==> src/rtl/rqpc_consts.vh <==
`ifndef RQPC_CONSTS_VH
`define RQPC_CONSTS_VH

// Power modes
`define RQPC_MODE_STANDBY     2'b00
`define RQPC_MODE_PARTIAL     2'b01
`define RQPC_MODE_ACTIVE      2'b10

// Integrator thresholds and rates
`define RQPC_INT_QUALIFY      6'd48
`define RQPC_INT_DEQUALIFY    6'd32
`define RQPC_INT_MAX          6'd63
`define RQPC_UP_RATE_HZ       800
`define RQPC_DOWN_RATE_HZ     400

// System clock and derived tick periods
`define RQPC_CLK_HZ           25000000
`define RQPC_CRYSTAL_HZ       3579000
`define RQPC_RESONATOR_HZ     455000
`define RQPC_UP_DIV_XTAL      ((`RQPC_CLK_HZ / `RQPC_UP_RATE_HZ))
`define RQPC_UP_DIV_RES       ((`RQPC_CLK_HZ / `RQPC_UP_RATE_HZ) * `RQPC_CRYSTAL_HZ / `RQPC_RESONATOR_HZ / 8)

// Carrier timing
`define RQPC_DROPOUT_MS       8
`define RQPC_ACQUIRE_MS       14
`define RQPC_DROPOUT_CYC      (`RQPC_DROPOUT_MS * (`RQPC_CLK_HZ / 1000))
`define RQPC_ACQUIRE_CYC      (`RQPC_ACQUIRE_MS * (`RQPC_CLK_HZ / 1000))

// Validation: a run of one more than this many mark bits; the alternating pattern is not checked
`define RQPC_BAUD             1200
`define RQPC_BIT_CYC          (`RQPC_CLK_HZ / `RQPC_BAUD)
`define RQPC_MARK_BITS        8'd60

`endif

==> src/rtl/rqpc_fifo.v <==
`default_nettype none
module rqpc_fifo #(
    parameter WIDTH = 1,
    parameter DEPTH = 8,
    parameter AW    = 3
) (
    // Clock and reset
    input  wire             clock,
    input  wire             rstn,
    // Fill side
    input  wire             in_valid,
    output wire             in_ready,
    input  wire [WIDTH-1:0] in_data,
    // Drain side
    output wire             out_valid,
    input  wire             out_ready,
    output reg  [WIDTH-1:0] out_data
);
    reg [WIDTH-1:0] mem [0:DEPTH-1];
    reg [AW-1:0]    wr_q;
    reg [AW-1:0]    rd_q;
    reg [AW:0]      cnt_q;
    wire            push;
    wire            pop;

    assign in_ready  = (cnt_q != DEPTH[AW:0]);
    assign out_valid = (cnt_q != {(AW+1){1'b0}});
    assign push      = in_valid & in_ready;
    assign pop       = out_valid & out_ready;

    always @* begin
        out_data = mem[rd_q];
    end

    always @(posedge clock) begin
        if (push) begin
            mem[wr_q] <= in_data;
        end
    end

    always @(posedge clock or negedge rstn) begin
        if (!rstn) begin
            wr_q  <= {AW{1'b0}};
            rd_q  <= {AW{1'b0}};
            cnt_q <= {(AW+1){1'b0}};
        end else begin
            if (push) begin
                wr_q <= (wr_q == DEPTH[AW-1:0] - 1'b1) ? {AW{1'b0}} : wr_q + 1'b1;
            end
            if (pop) begin
                rd_q <= (rd_q == DEPTH[AW-1:0] - 1'b1) ? {AW{1'b0}} : rd_q + 1'b1;
            end
            if (push && !pop) begin
                cnt_q <= cnt_q + 1'b1;
            end else if (pop && !push) begin
                cnt_q <= cnt_q - 1'b1;
            end
        end
    end
endmodule
`default_nettype wire

==> src/rtl/rqpc_top.v <==
// Summary of operation
// - power_request_n low puts the block in active mode regardless of ring_time_hold.
// - power_request_n and ring_time_hold both high with no latched line energy give standby, oscillator off.
// - ring_time_hold low with power_request_n high powers only ring validation.
// - Line energy enables the oscillator and the ring qualification sampling.
// - clock_select high means crystal timing, low means resonator timing.
// - ring_valid_n open-drain, low while the ring stays qualified.
// - carrier_valid_n open-drain, low while a valid carrier is present.
// - carrier_valid_n rides through carrier dropouts up to 8 ms.
// - raw_data_out carries demodulated bits while carrier_valid_n is low.
// - raw_data_out held high whenever carrier_valid_n is not low.
// - validated_data_out carries data only after validation, no preamble, else high.
// - Data is asynchronous serial at 1200 bps, mark one, space zero.
// - Ring integrator counts up at 800 Hz while ring_qualify_in is high.
// - Ring integrator counts down at 400 Hz while ring_qualify_in is low.
// - Ring is qualified when the integrator reaches 48.
// - Qualified ring is released only when the count falls back to 32, or at once when the block drops to standby.
// - Qualify takes at least about 60 ms, dequalify about 40 ms.
// - In active mode ring_time_hold is ignored.
// - Host releases power_request_n after the message; block returns to standby.
// - Line energy with ring_time_hold high starts partial power-up and ring analysis.
// - carrier_valid_n goes low about 14 ms after carrier appears.
`include "rqpc_consts.vh"
`default_nettype none
module rqpc_top #(
    parameter UP_DIV_XTAL  = `RQPC_UP_DIV_XTAL,
    parameter UP_DIV_RES   = `RQPC_UP_DIV_RES,
    parameter DROPOUT_CYC  = `RQPC_DROPOUT_CYC,
    parameter ACQUIRE_CYC  = `RQPC_ACQUIRE_CYC,
    parameter BIT_CYC      = `RQPC_BIT_CYC,
    parameter FIFO_DEPTH   = 8
) (
    // Clock and reset
    input  wire       clock,
    input  wire       rstn,
    // Power control pins
    input  wire       power_request_n,
    input  wire       ring_time_hold,
    input  wire       clock_select,
    // Line comparators
    input  wire       line_energy_in,
    input  wire       ring_qualify_in,
    // Demodulator front end
    input  wire       carrier_present,
    input  wire       demod_bit,
    // Status outputs
    output reg  [1:0] power_mode,
    output wire       osc_enable,
    // Ring valid open-drain pin
    output wire       ring_valid_n_out,
    output wire       ring_valid_n_oe_n,
    // Carrier valid open-drain pin
    output wire       carrier_valid_n_out,
    output wire       carrier_valid_n_oe_n,
    // Data outputs with drain handshake
    output reg        raw_data_out,
    output reg        validated_data_out,
    input  wire       data_ready
);
    ////////////////////////////////////////////////////////////////////////
    // Power sequencing
    reg        energy_q;
    wire       analysis_on;
    wire       active;
    wire       carrier_ok;

    assign active      = !power_request_n;
    // Line energy latches until it ends while power_request_n and ring_time_hold are both high
    assign analysis_on = active || !ring_time_hold || energy_q;
    assign osc_enable  = analysis_on;

    always @(posedge clock or negedge rstn) begin
        if (!rstn) begin
            energy_q   <= 1'b0;
            power_mode <= `RQPC_MODE_STANDBY;
        end else begin
            if (line_energy_in) begin
                energy_q <= 1'b1;
            end else if (ring_time_hold && power_request_n) begin
                energy_q <= 1'b0;
            end
            if (active) begin
                power_mode <= `RQPC_MODE_ACTIVE;
            end else if (!ring_time_hold || energy_q) begin
                power_mode <= `RQPC_MODE_PARTIAL;
            end else begin
                power_mode <= `RQPC_MODE_STANDBY;
            end
        end
    end

    ////////////////////////////////////////////////////////////////////////
    // Tick divider: 800 Hz up tick, every second one is the 400 Hz tick
    reg  [31:0] div_q;
    reg         half_q;
    wire [31:0] div_top;
    wire        tick_up;
    wire        tick_down;

    // Resonator setting scales only the ring tick period, by the clock ratio divided by 8
    assign div_top   = clock_select ? UP_DIV_XTAL : UP_DIV_RES;
    assign tick_up   = analysis_on && (div_q == div_top - 1);
    assign tick_down = tick_up && half_q;

    always @(posedge clock or negedge rstn) begin
        if (!rstn) begin
            div_q  <= 32'h0;
            half_q <= 1'b0;
        end else if (!analysis_on) begin
            div_q  <= 32'h0;
            half_q <= 1'b0;
        end else if (tick_up) begin
            div_q  <= 32'h0;
            half_q <= !half_q;
        end else begin
            div_q <= div_q + 32'h1;
        end
    end

    ////////////////////////////////////////////////////////////////////////
    // Ring integrator with hysteresis
    reg [5:0] ring_cnt_q;
    reg       ring_ok_q;

    always @(posedge clock or negedge rstn) begin
        if (!rstn) begin
            ring_cnt_q <= 6'h00;
            ring_ok_q  <= 1'b0;
        end else if (!analysis_on) begin
            ring_cnt_q <= 6'h00;
            ring_ok_q  <= 1'b0;
        end else begin
            if (ring_qualify_in && tick_up && ring_cnt_q != `RQPC_INT_MAX) begin
                ring_cnt_q <= ring_cnt_q + 6'h01;
            end else if (!ring_qualify_in && tick_down && ring_cnt_q != 6'h00) begin
                ring_cnt_q <= ring_cnt_q - 6'h01;
            end
            // 48 up ticks at 800 Hz is 60 ms, 16 down ticks at 400 Hz is 40 ms
            if (ring_cnt_q >= `RQPC_INT_QUALIFY) begin
                ring_ok_q <= 1'b1;
            end else if (ring_cnt_q <= `RQPC_INT_DEQUALIFY) begin
                ring_ok_q <= 1'b0;
            end
        end
    end

    assign ring_valid_n_out  = 1'b0;
    assign ring_valid_n_oe_n = !ring_ok_q;

    ////////////////////////////////////////////////////////////////////////
    // Carrier detect with acquisition delay and dropout hold
    reg [31:0] acq_q;
    reg [31:0] hold_q;
    reg        carrier_q;

    always @(posedge clock or negedge rstn) begin
        if (!rstn) begin
            acq_q     <= 32'h0;
            hold_q    <= 32'h0;
            carrier_q <= 1'b0;
        end else if (!active) begin
            acq_q     <= 32'h0;
            hold_q    <= 32'h0;
            carrier_q <= 1'b0;
        end else if (carrier_present) begin
            hold_q <= 32'h0;
            if (!carrier_q) begin
                if (acq_q == ACQUIRE_CYC - 1) begin
                    carrier_q <= 1'b1;
                end else begin
                    acq_q <= acq_q + 32'h1;
                end
            end
        end else begin
            acq_q <= 32'h0;
            if (carrier_q) begin
                if (hold_q == DROPOUT_CYC - 1) begin
                    carrier_q <= 1'b0;
                    hold_q    <= 32'h0;
                end else begin
                    hold_q <= hold_q + 32'h1;
                end
            end
        end
    end

    assign carrier_ok           = carrier_q;
    assign carrier_valid_n_out  = 1'b0;
    assign carrier_valid_n_oe_n = !carrier_q;

    ////////////////////////////////////////////////////////////////////////
    // Bit sampling at 1200 bps and preamble validation
    reg  [31:0] bit_q;
    reg         prev_bit_q;
    reg  [7:0]  marks_q;
    reg         valid_q;
    wire        bit_tick;

    assign bit_tick = carrier_ok && (bit_q == BIT_CYC - 1);

    always @(posedge clock or negedge rstn) begin
        if (!rstn) begin
            bit_q      <= 32'h0;
            prev_bit_q <= 1'b1;
            marks_q    <= 8'h00;
            valid_q    <= 1'b0;
        end else if (!carrier_ok) begin
            bit_q   <= 32'h0;
            marks_q <= 8'h00;
            valid_q <= 1'b0;
        end else begin
            bit_q <= bit_tick ? 32'h0 : bit_q + 32'h1;
            if (bit_tick) begin
                prev_bit_q <= demod_bit;
                // A run of 61 mark bits since the last space passes validation; the alternating pattern is not checked
                if (!demod_bit) begin
                    marks_q <= 8'h00;
                end else if (marks_q != `RQPC_MARK_BITS) begin
                    marks_q <= marks_q + 8'h01;
                end else begin
                    valid_q <= 1'b1;
                end
            end
        end
    end

    ////////////////////////////////////////////////////////////////////////
    // Output buffer: raw and cooked bit pairs; drain stall backs up here
    wire       fifo_in_ready;
    wire       fifo_out_valid;
    wire [1:0] fifo_out_data;
    reg        drop_q;

    rqpc_fifo #(
        .WIDTH (2),
        .DEPTH (FIFO_DEPTH),
        .AW    (3)
    ) u_fifo (
        .clock     (clock),
        .rstn      (rstn),
        .in_valid  (bit_tick),
        .in_ready  (fifo_in_ready),
        .in_data   ({demod_bit, valid_q ? demod_bit : 1'b1}),
        .out_valid (fifo_out_valid),
        .out_ready (data_ready),
        .out_data  (fifo_out_data)
    );

    // Bits are real time; a full buffer only records that one was lost
    always @(posedge clock or negedge rstn) begin
        if (!rstn) begin
            drop_q             <= 1'b0;
            raw_data_out       <= 1'b1;
            validated_data_out <= 1'b1;
        end else begin
            drop_q <= bit_tick && !fifo_in_ready;
            if (!carrier_ok) begin
                raw_data_out       <= 1'b1;
                validated_data_out <= 1'b1;
            end else if (fifo_out_valid && data_ready) begin
                raw_data_out       <= fifo_out_data[1];
                validated_data_out <= fifo_out_data[0];
            end
        end
    end
endmodule
`default_nettype wire

==> config.mk <==
export PLATFORM = sky130hd
export DESIGN_NAME = rqpc_top
export DESIGN_NICKNAME = d
export VERILOG_FILES = /design/src/rtl/rqpc_fifo.v /design/src/rtl/rqpc_top.v
export VERILOG_INCLUDE_DIRS = /design/src /design/src/rtl
export SDC_FILE = /design/constraint.sdc
export NUM_CORES = 1
export LEC_CHECK = 0
export BUFFER_PORTS_ARGS = -buffer_cell sky130_fd_sc_hd__buf_2
export CAP_MARGIN = 20
export CELL_PAD_IN_SITES_DETAIL_PLACEMENT = 1
export CELL_PAD_IN_SITES_GLOBAL_PLACEMENT = 1
export CORE_ASPECT_RATIO = 0.5
export CORE_MARGIN = 5
export CORE_UTILIZATION = 31
export CTS_CLUSTER_DIAMETER = 100
export DETAILED_ROUTE_END_ITERATION = 7
export GPL_ROUTABILITY_DRIVEN = 0
export PLACE_DENSITY = 0.5
export SYNTH_ARGS = -nofsm -noshare
export SYNTH_HDL_FRONTEND = slang
export SYNTH_SLANG_ARGS = --single-unit
==> constraint.sdc <==
create_clock -name clock -period 4.3 [get_ports clock]
set_clock_uncertainty 0.1 [all_clocks]
set_input_delay 0.215 -clock clock [delete_from_list [all_inputs] [get_ports clock]]
set_output_delay 0.215 -clock clock [all_outputs]
set_load 0.005 [all_outputs]
==> flow_summary.toml <==
[status]
status = "complete, no violations"

[logic_synthesis]
synthArstFlopShare = 0.910
synthFlopType = "dfrtp_1"
ys_seq_elements = 177
yosysWarnings = 0
seq_area_frac_synth = 0.479
syn-cell-area_um2 = 9420
syn_inst = 970
synth.avg_cell_area_um2 = 9.71
synth_edf_count = 16
synth_cell_types = 68

[drt]
wl_per_cell_um = 16.6
antenna_left = 0
drt_pass1_iterations = 4
wl_um = 23100
drc_errors = 0
vias_per_cell = 5.27
via_count = 7335
dr.first_iter.drc_count = 358

[clock_tree]
clk_path_buf_depth = 2
numCtsBuffers = 17
cts.sink_count = 177
clkLatencyLatePin_ns = 0.45
ctsResizeCount = 0
cts_root_buf = "clkbuf_16"
path_clk_slew_ns = 0.07
cts_tree = "yes"
htreeDepth = 4

[die]
die_h_um = 133
start_util = 0.313
rows = 45
dieArea_um2 = 34200
core-area_um2 = 30100
die_w_um = 257
ioPinCount = 19

[critical_path]
end_kind = "register"
start_kind = "register"
cp_max_fo = 8
worstPathArrival_ns = 3.92
required_ns = 4.57
reg2reg_slack_ns = 0.65
worst-setup-path-type = "register to register"

[grt]
grt_antenna_before_repair = 0
grt_max_degree = 94
grt_pass1_wl_um = 39500
grt_overflow = 0
grtUsageTotal = 0.140
grt_pass1_vias = 7594

[run]
drv_cap = 0

[cells_and_area]
synthToLayoutAreaGrowth_pct = 13.3
fin_nets = 1011
num_antenna_cells = 0
layout_commonest_cell = "dfrtp_1"
final_util = 0.354
layout-drive-gt1-share = 0.0946
layout_common_cells = "dfrtp_1 (159), nor2_1 (99), nand2_1 (69)"

[worst_hold_path]
hold_path_class = "input pin to register"

[pwr]
cellPowerDensity_nw_per_um2 = 351
leakage_nw = 4.23
ir_worst_vdd_uv = 271

[sta]
tightest_slew_ns = 0.927
finalCriticalPeriod_ns = 3.65
relSlewSlack = 0.382
rsz0062_at_grt = "no"
setup_viol = 0
tns_ns = 0
final_hold_viol_count = 0
fin_crit_sh = 0.849
clock.fmax_mhz = 274
slew_violations = 0

[placement]
post-dp-hpwl_um = 15200
port_buffers = 16
==> path summary, 6_finish.rpt <==
| check | start | to | cells past startpoint |
|---|---|---|---|
| min in group asynchronous | rstn | div_q[20] | 2 |
| worst min-delay path | data_ready | validated_data_out | 4 |
| worst min register to register | valid_q | valid_q | 2 |
| worst max-delay path | div_q[22] | ring_cnt_q[5] | 10 |
| worst max register to register | div_q[22] | ring_cnt_q[5] | 10 |
| max in group asynchronous | rstn | valid_q | 3 |
==> synthesized netlist by cell type, types with 6 or more instances <==
cell,instances,area share
clkbuf_1,29,0.012
o31ai_1,10,0.0080
xor2_1,40,0.037
edfxtp_1,16,0.051
nand4_1,42,0.028
a21oi_1,45,0.024
a31oi_1,21,0.014
dfrtp_1,159,0.42
nor4_1,23,0.015
nor4b_1,8,0.0074
and3_1,25,0.017
a41oi_1,7,0.0065
buf_2,11,0.0058
nor3_1,31,0.016
ha_1,18,0.024
and2_1,11,0.0073
inv_1,30,0.012
or3_1,17,0.011
nor2_1,99,0.039
o21ai_0,39,0.021
xnor2_1,42,0.039
and4_1,19,0.018
nand2b_1,6,0.0040
nand2_1,69,0.027
nand3_1,57,0.030
==> worst max-delay path, stage by stage, from the launching register on <==
cell,delay (ns)
dfrtp_1,0.44
nor4_1,0.42
nand4_1,0.19
a211o_1,0.36
or3_1,0.50
ha_1,0.37
o21a_1,0.21
a211oi_1,0.29
o21ai_0,0.14
a211oi_1,0.32
mux2i_1,0.22
==> report_power, final <==
| group | internal (W) | switching, W |
|---|---|---|
| combinational | 0.0000832 | 0.000121 |
| sequential | 0.00174 | 0.0000774 |
| clock | 0.00103 | 0.000685 |
| total | 0.00286 | 0.000883 |
==> logic make-up (layout without fill, tap and decap cells) <==
logic type	after synthesis	after routing	synth area share
AOI/OAI and AO/OA	158	158	0.106
adders and majority gates	20	20	0.0282
other	1	2	0.000398
xor gates and xnor gates	82	82	0.0762
muxes	14	14	0.0209
DFF	177	177	0.479
and+or+nand+nor	440	440	0.254
buffers and inverters	78	101	0.0345
==> what timing repair did <==
action	4_1_cts	5_1_grt
hold endpoints to repair	104	0
setup buffers	0	0
hold buffers	8	0
==> through the flow <==
| step | hold slack, ns | total power (W) | setup slack (ns) | cell area, um^2 | cells |
|---|---|---|---|---|---|
| global placement | 0.302 | 0.00205 | 0.729 | 9920 | 1351 |
| finish | 0.108 | 0.00374 | 0.650 | 10700 | 1393 |
| floorplan | -0.181 | 0.00195 | 1.12 | 9420 | 971 |
| detailed placement | 0.302 | 0.00205 | 0.652 | 9950 | 1353 |
| CTS | 0.0830 | 0.00381 | 0.609 | 10700 | 1393 |
| global route | 0.111 | 0.00392 | 0.429 | 10700 | 1393 |
==> final cells by class <==
cell class / instances / area, um^2
multi-input cells: 716 / 4610
inverters: 32 / 120
flip-flops and latches: 177 / 4510
repair buffers: 37 / 294
clock buffers: 23 / 488
fillers: 3373 / 19500
well taps: 399 / 499
clock inverters: 9 / 151
==> routing by layer <==
layer	track usage	up-vias	part of all wire
met5	0	-	0
met4	0.0420	0	0.013
met3	0.0278	19	0.017
met2	0.229	41	0.47
met1	0.189	3726	0.50
li1	-	3549	-
==> sequential cells by signal (all words and copies together), names as in the netlist <==
name                count
raw_data_out            1
power_mode              2
hold_q                 32
energy_q                1
div_q                  32
u_fifo.rd_q             3
carrier_ok              1
ring_cnt_q              6
u_fifo.mem             16
u_fifo.wr_q             3
validated_data_out      1
valid_q                 1
u_fifo.cnt_q            4
marks_q                 8
bit_q                  32
ring_ok_q               1
acq_q                  32
half_q                  1
(Power assumes the default switching activity.)
